## config.mk

```make
export PLATFORM = sky130hd
export DESIGN_NAME = ic_top
export DESIGN_NICKNAME = d
export VERILOG_FILES = /design/src/ic_pkg.sv /design/src/ic_top.sv /design/src/ic_qgen.sv /design/src/ic_edge.sv
export VERILOG_INCLUDE_DIRS = /design/src /design/src/src
export SDC_FILE = /design/constraint.sdc
export NUM_CORES = 1
export LEC_CHECK = 0
export ABC_AREA = 1
export ABC_CLOCK_PERIOD_IN_PS = 2670
export BUFFER_PORTS_ARGS = -buffer_cell sky130_fd_sc_hd__buf_2
export CAP_MARGIN = 25
export CORE_MARGIN = 2
export CORE_UTILIZATION = 45
export CTS_BUF_LIST = sky130_fd_sc_hd__clkbuf_16
export CTS_CLUSTER_DIAMETER = 80
export DETAILED_ROUTE_END_ITERATION = 12
export PLACE_DENSITY = 0.79
export SYNTH_ARGS = -nofsm -noshare
export SYNTH_HDL_FRONTEND = slang
export SYNTH_HIERARCHICAL = 1
export SYNTH_SLANG_ARGS = --single-unit
```

## constraint.sdc

```tcl
create_clock -name mclk_in -period 2.67 [get_ports mclk_in]
set_input_delay 0.1335 -clock mclk_in [delete_from_list [all_inputs] [get_ports mclk_in]]
set_output_delay 0.1335 -clock mclk_in [all_outputs]
set_load 0.05 [all_outputs]
```

## src/ic_cfg.svh

```systemverilog
// constants for the interrupt controller: offsets, bit positions, timing
// assumes inclusion by bare name from ic_top, ic_qgen and the bench
`ifndef IC_CFG_SVH
`define IC_CFG_SVH
// apb byte offsets, one aligned word each
`define IC_OFS_CTRL 12'h000
`define IC_OFS_OPT 12'h004
`define IC_OFS_PGRP 12'h008
`define IC_OFS_CORE 12'h00C
`define IC_OFS_SHW_W 12'h010
`define IC_OFS_SHW_ST 12'h014
`define IC_OFS_SHW_BSR 12'h018
`define IC_OFS_SHW_FSRL 12'h01C
`define IC_OFS_SHW_FSRH 12'h020
`define IC_OFS_SHW_PCH 12'h024
// control register bit positions
`define IC_B_GIE 7
`define IC_B_PERIPH_GROUP_ENABLE 6
`define IC_B_T0IE 5
`define IC_B_EXIE 4
`define IC_B_PCIE 3
`define IC_B_T0IF 2
`define IC_B_EXIF 1
`define IC_B_PCIF 0
// control register reset value
`define IC_CTRL_RST 8'h00
// interrupt vector
`define IC_VECTOR 15'h0004
// status bits excluded from shadowing: timeout bit 4, powerdown bit 3
`define IC_ST_KEEP_MASK 8'h18
// instruction cycle in q phases
`define IC_QPH 4
// extra q4 edges spent in entry before the vector load
`define IC_ENTRY_WAIT 2'h2
`endif

```

## src/ic_pkg.sv

```systemverilog
// types shared by the interrupt controller modules
// assumes ic_cfg.svh is on the include path
package ic_pkg;
  // core context saved on entry
  typedef struct packed {
    logic [7:0] w;
    logic [7:0] st;
    logic [7:0] bank_select_register;
    logic [7:0] fsrl;
    logic [7:0] fsrh;
    logic [7:0] pch;
  } ic_ctx_s;
  // apb request
  typedef struct packed {
    logic sel;
    logic en;
    logic wr;
    logic [11:0] addr;
    logic [31:0] wdata;
  } ic_apb_s;
  typedef enum logic [1:0] {
    IC_RUN = 2'b00,
    IC_ENTER = 2'b01,
    IC_SLEEP = 2'b10,
    IC_WAKE = 2'b11
  } ic_state_e;
endpackage

```

## src/ic_top.sv

```systemverilog
// interrupt controller of the 8-bit core: flags, enables, vectoring,
// context shadowing and wake from sleep, registers over apb
// assumes the core follows redirect/return strobes; timer0 gives one-cycle
// pulses on mclk_in, the peripheral irq a held level; pin change and the external pin are asynchronous
//
// Decided for this implementation: the register addresses and register access over APB.
`timescale 1ns/100ps
`default_nettype none
`include "ic_cfg.svh"
module ic_top (
  input wire logic mclk_in,
  input wire logic rst_in,
  input wire logic psel_in,
  input wire logic penable_in,
  input wire logic pwrite_in,
  input wire logic [11:0] paddr_in,
  input wire logic [31:0] pwdata_in,
  output logic [31:0] prdata_out,
  output logic pready_out,
  output logic pslverr_out,
  input wire logic timer0_counter_ovf_in,
  input wire logic pin_change_in,
  input wire logic periph_irq_in,
  input wire logic ext_pin_in,
  input wire logic sleep_instr_in,
  input wire logic retire_in,
  input wire logic return_from_irq_instr_in,
  input wire ic_pkg::ic_ctx_s core_ctx_in,
  output logic flush_out,
  output logic push_pc_out,
  output logic pop_pc_out,
  output logic load_vec_out,
  output logic [14:0] vector_out,
  output logic restore_out,
  output ic_pkg::ic_ctx_s restore_ctx_out,
  output logic core_sleep_out,
  output logic [7:0] ctrl_out
);
  typedef struct packed {
    logic [7:0] ctrl;
    logic ext_edge_select;
    ic_pkg::ic_ctx_s shw;
    ic_pkg::ic_state_e fsm;
    logic ext_pend;
    logic [1:0] wq;
    logic flush;
    logic push;
    logic pop;
    logic ldvec;
    logic restore;
    logic sleeping;
    logic [31:0] rdata;
    logic ready;
    logic slverr;
  } ic_top_s;
  ic_top_s st_q;
  ic_top_s st_d;
  logic q1;
  logic q4;
  logic ext_edge;
  logic req;
  logic wake_req;
  logic acc;
  logic wr_ctrl;
  logic pc_sync_q1;
  logic pc_sync_q2;
  logic pc_prev_q;
  logic pc_event;

  ic_qgen u_qgen (
    .mclk_in(mclk_in),
    .rst_in(rst_in),
    .q1_out(q1),
    .q4_out(q4)
  );
  ic_edge u_edge (
    .mclk_in(mclk_in),
    .rst_in(rst_in),
    .pin_in(ext_pin_in),
    .rise_sel_in(st_q.ext_edge_select),
    .edge_out(ext_edge)
  );

  // pin-change level crosses from the port domain through two flops
  always_ff @(posedge mclk_in or posedge rst_in)
  begin
    if (rst_in)
    begin
      pc_sync_q1 <= 1'b0;
      pc_sync_q2 <= 1'b0;
      pc_prev_q <= 1'b0;
    end
    else
    begin
      pc_sync_q1 <= pin_change_in;
      pc_sync_q2 <= pc_sync_q1;
      pc_prev_q <= pc_sync_q2;
    end
  end
  assign pc_event = pc_sync_q2 ^ pc_prev_q;

  // zero-wait apb slave: access phase always completes at once
  assign acc = psel_in & penable_in;
  assign wr_ctrl = acc & pwrite_in & (paddr_in == `IC_OFS_CTRL);

  function automatic logic [7:0] flag_upd(input logic [7:0] cur, input logic [7:0] wv,
                                          input logic wr, input logic [7:0] setv);
    // software write first, hardware set last so it wins
    logic [7:0] r;
    r = wr ? wv : cur;
    flag_upd = r | setv;
  endfunction

  // pending request: enables gate the flags, global gates req but not wake_req
  always_comb
  begin
    req = st_q.ctrl[`IC_B_GIE] &
          ((st_q.ctrl[`IC_B_T0IE] & st_q.ctrl[`IC_B_T0IF]) |
           (st_q.ctrl[`IC_B_EXIE] & st_q.ctrl[`IC_B_EXIF]) |
           (st_q.ctrl[`IC_B_PCIE] & st_q.ctrl[`IC_B_PCIF]) |
           (st_q.ctrl[`IC_B_PERIPH_GROUP_ENABLE] & periph_irq_in));
    wake_req = (st_q.ctrl[`IC_B_T0IE] & st_q.ctrl[`IC_B_T0IF]) |
               (st_q.ctrl[`IC_B_EXIE] & st_q.ctrl[`IC_B_EXIF]) |
               (st_q.ctrl[`IC_B_PCIE] & st_q.ctrl[`IC_B_PCIF]) |
               (st_q.ctrl[`IC_B_PERIPH_GROUP_ENABLE] & periph_irq_in);
  end

  always_comb
  begin
    logic [7:0] setv;
    logic [7:0] wv;
    setv = 8'h00;
    wv = pwdata_in[7:0];
    st_d = st_q;
    st_d.flush = 1'b0;
    st_d.push = 1'b0;
    st_d.pop = 1'b0;
    st_d.ldvec = 1'b0;
    st_d.restore = 1'b0;
    // edges may arrive in any q phase; held pending until q1 sample
    if (ext_edge)
      st_d.ext_pend = 1'b1;
    if (q1 && (st_q.ext_pend || ext_edge))
    begin
      setv[`IC_B_EXIF] = 1'b1;
      st_d.ext_pend = 1'b0;
    end
    setv[`IC_B_T0IF] = timer0_counter_ovf_in;
    // pin-change flag is read-only: software writes never touch it
    wv[`IC_B_PCIF] = st_q.ctrl[`IC_B_PCIF];
    setv[`IC_B_PCIF] = pc_event;
    st_d.ctrl = flag_upd(st_q.ctrl, wv, wr_ctrl, setv);
    // apb reads and non-control writes
    st_d.ready = 1'b0;
    st_d.slverr = 1'b0;
    if (psel_in && !penable_in)
    begin
      st_d.ready = 1'b1;
      st_d.rdata = 32'h0000_0000;
      case (paddr_in)
        `IC_OFS_CTRL: st_d.rdata[7:0] = st_q.ctrl;
        `IC_OFS_OPT: st_d.rdata[0] = st_q.ext_edge_select;
        `IC_OFS_CORE: st_d.rdata[1:0] = st_q.fsm;
        `IC_OFS_SHW_W: st_d.rdata[7:0] = st_q.shw.w;
        `IC_OFS_SHW_ST: st_d.rdata[7:0] = st_q.shw.st;
        `IC_OFS_SHW_BSR: st_d.rdata[7:0] = st_q.shw.bank_select_register;
        `IC_OFS_SHW_FSRL: st_d.rdata[7:0] = st_q.shw.fsrl;
        `IC_OFS_SHW_FSRH: st_d.rdata[7:0] = st_q.shw.fsrh;
        `IC_OFS_SHW_PCH: st_d.rdata[7:0] = st_q.shw.pch;
        `IC_OFS_PGRP: st_d.rdata = 32'h0000_0000;
        default: st_d.slverr = 1'b1;
      endcase
    end
    if (acc && pwrite_in)
    begin
      case (paddr_in)
        `IC_OFS_OPT: st_d.ext_edge_select = pwdata_in[0];
        `IC_OFS_SHW_W: st_d.shw.w = pwdata_in[7:0];
        `IC_OFS_SHW_ST: st_d.shw.st = pwdata_in[7:0];
        `IC_OFS_SHW_BSR: st_d.shw.bank_select_register = pwdata_in[7:0];
        `IC_OFS_SHW_FSRL: st_d.shw.fsrl = pwdata_in[7:0];
        `IC_OFS_SHW_FSRH: st_d.shw.fsrh = pwdata_in[7:0];
        `IC_OFS_SHW_PCH: st_d.shw.pch = pwdata_in[7:0];
        default: st_d.rdata = st_q.rdata;
      endcase
    end
    // sequencer: all but the sleep wake decided at q4 so entry lands on the next cycle
    case (st_q.fsm)
      ic_pkg::IC_RUN:
      begin
        if (q4 && return_from_irq_instr_in)
        begin
          st_d.pop = 1'b1;
          st_d.restore = 1'b1;
          st_d.ctrl[`IC_B_GIE] = 1'b1;
        end
        else if (q4 && req)
        begin
          st_d.flush = 1'b1;
          st_d.ctrl[`IC_B_GIE] = 1'b0;
          st_d.push = 1'b1;
          st_d.wq = 2'h0;
          st_d.fsm = ic_pkg::IC_ENTER;
          // status keeps timeout/powerdown bits out of the copy
          st_d.shw = core_ctx_in;
          st_d.shw.st = core_ctx_in.st & ~`IC_ST_KEEP_MASK;
        end
        else if (q4 && sleep_instr_in)
        begin
          st_d.sleeping = 1'b1;
          st_d.fsm = ic_pkg::IC_SLEEP;
        end
      end
      ic_pkg::IC_ENTER:
      begin
        // three q4 edges here stretch entry to twelve clock cycles
        if (q4)
        begin
          if (st_q.wq == `IC_ENTRY_WAIT)
          begin
            st_d.ldvec = 1'b1;
            st_d.fsm = ic_pkg::IC_RUN;
          end
          else
            st_d.wq = st_q.wq + 2'h1;
        end
      end
      ic_pkg::IC_SLEEP:
      begin
        // enabled source wakes regardless of global enable
        if (wake_req)
        begin
          st_d.sleeping = 1'b0;
          st_d.fsm = ic_pkg::IC_WAKE;
        end
      end
      ic_pkg::IC_WAKE:
      begin
        // one instruction after sleep retires before any branch
        if (q4 && retire_in)
          st_d.fsm = ic_pkg::IC_RUN;
      end
      default: st_d.fsm = ic_pkg::IC_RUN;
    endcase
  end

  always_ff @(posedge mclk_in or posedge rst_in)
  begin
    if (rst_in)
    begin
      st_q <= '0;
      st_q.ctrl <= `IC_CTRL_RST;
      st_q.fsm <= ic_pkg::IC_RUN;
    end
    else
      st_q <= st_d;
  end

  assign prdata_out = st_q.rdata;
  assign pready_out = st_q.ready;
  assign pslverr_out = st_q.slverr;
  assign flush_out = st_q.flush;
  assign push_pc_out = st_q.push;
  assign pop_pc_out = st_q.pop;
  assign load_vec_out = st_q.ldvec;
  assign vector_out = `IC_VECTOR;
  assign restore_out = st_q.restore;
  assign restore_ctx_out = st_q.shw;
  assign core_sleep_out = st_q.sleeping;
  assign ctrl_out = st_q.ctrl;

  AST_RESET_CLEAR: assert property (@(posedge mclk_in) $fell(rst_in) |-> st_q.ctrl == 8'h00)
    else $error("control not cleared by reset");
  AST_NO_REDIRECT_GIE_OFF: assert property (@(posedge mclk_in) disable iff (rst_in)
    !st_q.ctrl[7] && st_q.fsm == ic_pkg::IC_RUN |=> !st_q.flush)
    else $error("redirect while global enable clear");
  AST_ENTRY_CLEARS_GIE: assert property (@(posedge mclk_in) disable iff (rst_in)
    $rose(st_q.flush) |-> !st_q.ctrl[7] && st_q.push)
    else $error("entry without clearing global enable");
  AST_VECTOR_AFTER_FLUSH: assert property (@(posedge mclk_in) disable iff (rst_in)
    st_q.flush |-> ##12 st_q.ldvec)
    else $error("vector not loaded twelve cycles after flush");
  AST_RETURN_SETS_GIE: assert property (@(posedge mclk_in) disable iff (rst_in)
    st_q.pop |-> st_q.restore && st_q.ctrl[7])
    else $error("return did not restore and enable");
  AST_TMR_FLAG: assert property (@(posedge mclk_in) disable iff (rst_in)
    timer0_counter_ovf_in |=> st_q.ctrl[2])
    else $error("timer0 flag lost");
  AST_EXT_Q1: assert property (@(posedge mclk_in) disable iff (rst_in)
    $rose(st_q.ctrl[1]) |-> $past(q1))
    else $error("pin flag set outside q1");
  AST_SHADOW_MASK: assert property (@(posedge mclk_in) disable iff (rst_in)
    st_q.push |-> (st_q.shw.st & 8'h18) == 8'h00)
    else $error("timeout or powerdown bit shadowed");
  // sequencing guards: a redirect needs a request, a wake never
  // branches before the instruction after sleep has retired
  AST_REDIRECT_NEEDS_REQ: assert property (@(posedge mclk_in) disable iff (rst_in)
    !req |=> !st_q.flush)
    else $error("redirect without enabled request");
  AST_WAKE_NO_BRANCH: assert property (@(posedge mclk_in) disable iff (rst_in)
    st_q.fsm == ic_pkg::IC_WAKE |=> !st_q.flush)
    else $error("branch before post-sleep instruction");
  AST_SLEEP_WAKE: assert property (@(posedge mclk_in) disable iff (rst_in)
    st_q.fsm == ic_pkg::IC_SLEEP && wake_req |=> st_q.fsm == ic_pkg::IC_WAKE && !st_q.sleeping)
    else $error("enabled source did not wake the core");
  AST_PIN_FLAG_RO: assert property (@(posedge mclk_in) disable iff (rst_in)
    wr_ctrl && !pc_event |=> st_q.ctrl[0] == $past(st_q.ctrl[0]))
    else $error("pin-change flag changed by software");
  AST_POP_ONE_CYCLE: assert property (@(posedge mclk_in) disable iff (rst_in)
    st_q.pop |=> !st_q.pop)
    else $error("return strobe longer than one cycle");
  AST_ENTRY_STATE: assert property (@(posedge mclk_in) disable iff (rst_in)
    st_q.flush |-> st_q.fsm == ic_pkg::IC_ENTER)
    else $error("flush without entry sequence");
endmodule
`default_nettype wire

```

## src/ic_qgen.sv

```systemverilog
// q phase generator: splits the clock into four q phases
// assumes one clock; q1 and q4 come out as one-cycle enables
`timescale 1ns/100ps
`default_nettype none
`include "ic_cfg.svh"
module ic_qgen (
  input wire logic mclk_in,
  input wire logic rst_in,
  output logic q1_out,
  output logic q4_out
);
  typedef struct packed {
    logic [1:0] ph;
  } ic_qst_s;
  ic_qst_s st_q;
  ic_qst_s st_d;
  // phase counter wraps every instruction cycle
  always_comb
  begin
    st_d = st_q;
    st_d.ph = st_q.ph + 2'h1;
  end
  always_ff @(posedge mclk_in or posedge rst_in)
  begin
    if (rst_in)
      st_q <= '0;
    else
      st_q <= st_d;
  end
  assign q1_out = (st_q.ph == 2'h0);
  assign q4_out = (st_q.ph == 2'h3);
endmodule
`default_nettype wire

```

## src/ic_edge.sv

```systemverilog
// external pin edge detector with two-flop synchroniser
// assumes the pin is asynchronous to mclk_in
`timescale 1ns/100ps
`default_nettype none
module ic_edge (
  input wire logic mclk_in,
  input wire logic rst_in,
  input wire logic pin_in,
  input wire logic rise_sel_in,
  output logic edge_out
);
  typedef struct packed {
    logic s1;
    logic s2;
    logic s3;
  } ic_est_s;
  ic_est_s st_q;
  ic_est_s st_d;
  // only s2 and s3 feed the edge compare; s1 is seen by s2 alone
  always_comb
  begin
    st_d = st_q;
    st_d.s1 = pin_in;
    st_d.s2 = st_q.s1;
    st_d.s3 = st_q.s2;
  end
  always_ff @(posedge mclk_in or posedge rst_in)
  begin
    if (rst_in)
      st_q <= '0;
    else
      st_q <= st_d;
  end
  // rising when select is one, falling when zero
  assign edge_out = rise_sel_in ? (st_q.s2 & ~st_q.s3) : (~st_q.s2 & st_q.s3);
endmodule
`default_nettype wire

```

==> results.yml <==
outcome:
  status: "completed"
critical_path:
  cp.required_ns: 2.92
  end_kind: "flip-flop"
  arrival_ns: 2.09
  cp_max_fo: 51
  rrSetupSlack_ns: 0.83
  worstSetupStartpointType: "flip-flop"
  r2r-end: "restore_ctx_out[6]"
  r2r_start: "u_qgen/st_q[0]"
  critPathKind: "reg2reg"
  worst-r2r-cell-count: 9
logic_synthesis:
  yosys.cell_types.count: 33
  syn-cell-area_um2: 5480
  synth_cells: 718
  synth.most_common_cell: "nand2_1"
  synth_ff_type: "dfrtp_1"
  async_flop_share_pct: 100
  synth-seq-cells: 84
  synth_top_area_share_pct: 38.4
  yosys_warnings: 6
  synth_edf_count: 0
  synth_top_cells_by_count: "nand2_1, buf_4, dfrtp_1, o21ai_0, inv_1"
  yosysTopAreaCell: "dfrtp_1"
  ys_seq_area_share_pct: 38.4
  syn-mean-instance-area_um2: 7.63
  ys_top_cells_by_area: "dfrtp_1, buf_4, nand2_1"
sta:
  slew_viol_final: 0
  grt_setup_unrepaired: "no"
  maxSlewHeadroom_pct: 61.9
  skew_ns: 0.00454
  whs_ns: 0.00660
  hold_viol_final: 0
  fin_setup_tns_ns: 0
  fin_crit_sh_pct: 68.9
  setup-violations-final: 0
  fmax_ghz: 0.544
  tightestPinTransition_ns: 0.570
  finalWorstSetupSlack_ns: 0.831
  period_needed_ns: 1.84
floorplan:
  start_util_pct: 45.8
  rows: 40
  fp.dieW_um: 114
  die-height_um: 114
  fp.coreArea_um2: 12000
  dieArea_um2: 13100
  ioPinCount: 215
route:
  drt_wl_total_um: 14900
  routed_via_density: 5.00
  drtIter0Drc: 415
  final_antenna_net_count: 0
  drc: 0
  dr_total_vias: 4804
  wl_per_cell_um: 15.6
  firstDrtPassIters: 5
global_route:
  grt_most_used_layer: "met2"
  grt-ovfl-total: 0
  use_met1_pct: 31.6
  grt_pass1_vias: 4518
  grt_max_degree: 52
  use_met2_pct: 36.2
  grt_pass1_wl_um: 23600
  grt_use_total_pct: 23.6
  antenna_found_initial: 1
  use_met3_pct: 5.24
cells_and_area:
  fin_cells: 960
  nets: 915
  post-route-util_pct: 50.6
  drive_above_1_share_pct: 24.9
  fill_cells: 1175
  syn_to_final_growth_pct: 10.4
run:
  drv_cap: 0
placed_design:
  gp_congestion: 0.917
  placed_cells: 932
  pre_cts_slack_ns: 0.837
  io_buffers: 149
  dpl.hpwl_um: 11200
clock_network:
  cts_max_level: 3
  cts_tree: "built"
  cts_buffers: 9
  clock_latency_ns: 0.34
  cts_sinks: 84
  cts_resized: 0
  clkTransAtPathRegs_ns: 0.06
  clock_tree.root_cell: "clkbuf_16"
  clockBufferDepth: 2
hold_path:
  min_from: "core_ctx_in[47]"
  holdPathStages: 3
  hold_end: "restore_ctx_out[47]"
  hp-class: "in2reg"
power:
  power_leakage_uw: 0.00342
  powerDensity_nw_per_um2: 832
  ir_drop_mv: 0.427
routing by layer:
metal / up-vias / routed length, um
met5: - / 0
met1: 2182 / 6370
met4: 0 / 620
met3: 39 / 1160
li1: 2348 / -
met2: 235 / 6780
worst max-delay path: stages (launching register included):
cell	delay, ns
dfrtp_1	0.38
ha_1	0.27
nand2_1	0.09
inv_1	0.05
nand2_1	0.08
nor2_1	0.04
nand2_1	0.06
buf_4	0.41
o21ai_0	0.16
o21ai_0	0.19
cells in the final DEF (no fill, tap or decap), types with 3 or more instances in the layout:
cell           Yosys  layout
a21oi_1            6       6
buf_2              2     149
buf_4            109       6
clkbuf_16          0       9
clkinv_1           0       3
conb_1             2      39
dfrtp_1           84      84
dlygate4sd3_1      0      12
ha_1               3       3
inv_1             46      47
inv_2              3       4
nand2_1          208     208
nand2_2            3       3
nand2_4            6       6
nand3_1           38      38
nand3_4            3       3
nor2_1            41      41
nor2_2             3       3
nor2_4             6       6
nor2_8             3       3
nor3_1            34      34
o21ai_0           61      61
o21ai_1           29      29
where the power goes:
group	switching (uW)	total (uW)	leakage [uW]	internal [uW]
Combinational	1560	2010	0.00221	447
Sequential	277	1850	0.00107	1580
Clock	466	1170	0.000140	702
repair_timing:
| item | in CTS | in global routing |
|---|---|---|
| endpoints found under the hold margin | 95 | 0 |
| setup buffers | 0 | 0 |
| hold buffers | 12 | 0 |
logic make-up after synthesis:
logic type,synth area share [%]
other,0.137
and+or+nand+nor,30.7
buffers and inverters,20.5
DFF,38.4
adders and majority gates,0.685
AOI/OAI and AO/OA,9.62
state kept, by name (all words and copies together) (netlist names), 2 cells and up:
register and count:
restore_ctx_out 48, ctrl_out 8, prdata_out 8, st_q 6
u_edge/st_d 2, u_qgen/st_q 2
through the flow:
stage | power (uW) | instance area (um2)
after floorplan | 3750 | 5620
after global placement | 3840 | 5650
after detailed placement | 3870 | 5650
after CTS | 5060 | 6040
after global routing | 5290 | 6040
final | 5030 | 6050
worst max-delay path by stage:
stage / from / end / slack (ns) / depth (start not counted)
after floorplan: rst_in / core_sleep_out / 0.51 / 1
after global placement: paddr_in[9] / ctrl_out[2] / 0.85 / 9
after detailed placement: paddr_in[9] / ctrl_out[2] / 0.84 / 9
after CTS: u_qgen/st_q[0] / restore_ctx_out[39] / 0.84 / 9
after global routing: u_qgen/st_q[0] / restore_ctx_out[4] / 0.58 / 9
final: u_qgen/st_q[0] / restore_ctx_out[6] / 0.83 / 9
cell type report:
type	count	area, um2	area share, %
clock buffer	9	225	3.72
clock inverter	6	48.8	0.807
multi-input combinational	497	2390	39.5
inverter	49	184	3.04
tap	147	184	3.04
sequential	84	2100	34.8
antenna	1	2.50	0.0414
timing repair buffer	167	911	15.1
No activity file was read; power rests on OpenSTA's default activity.
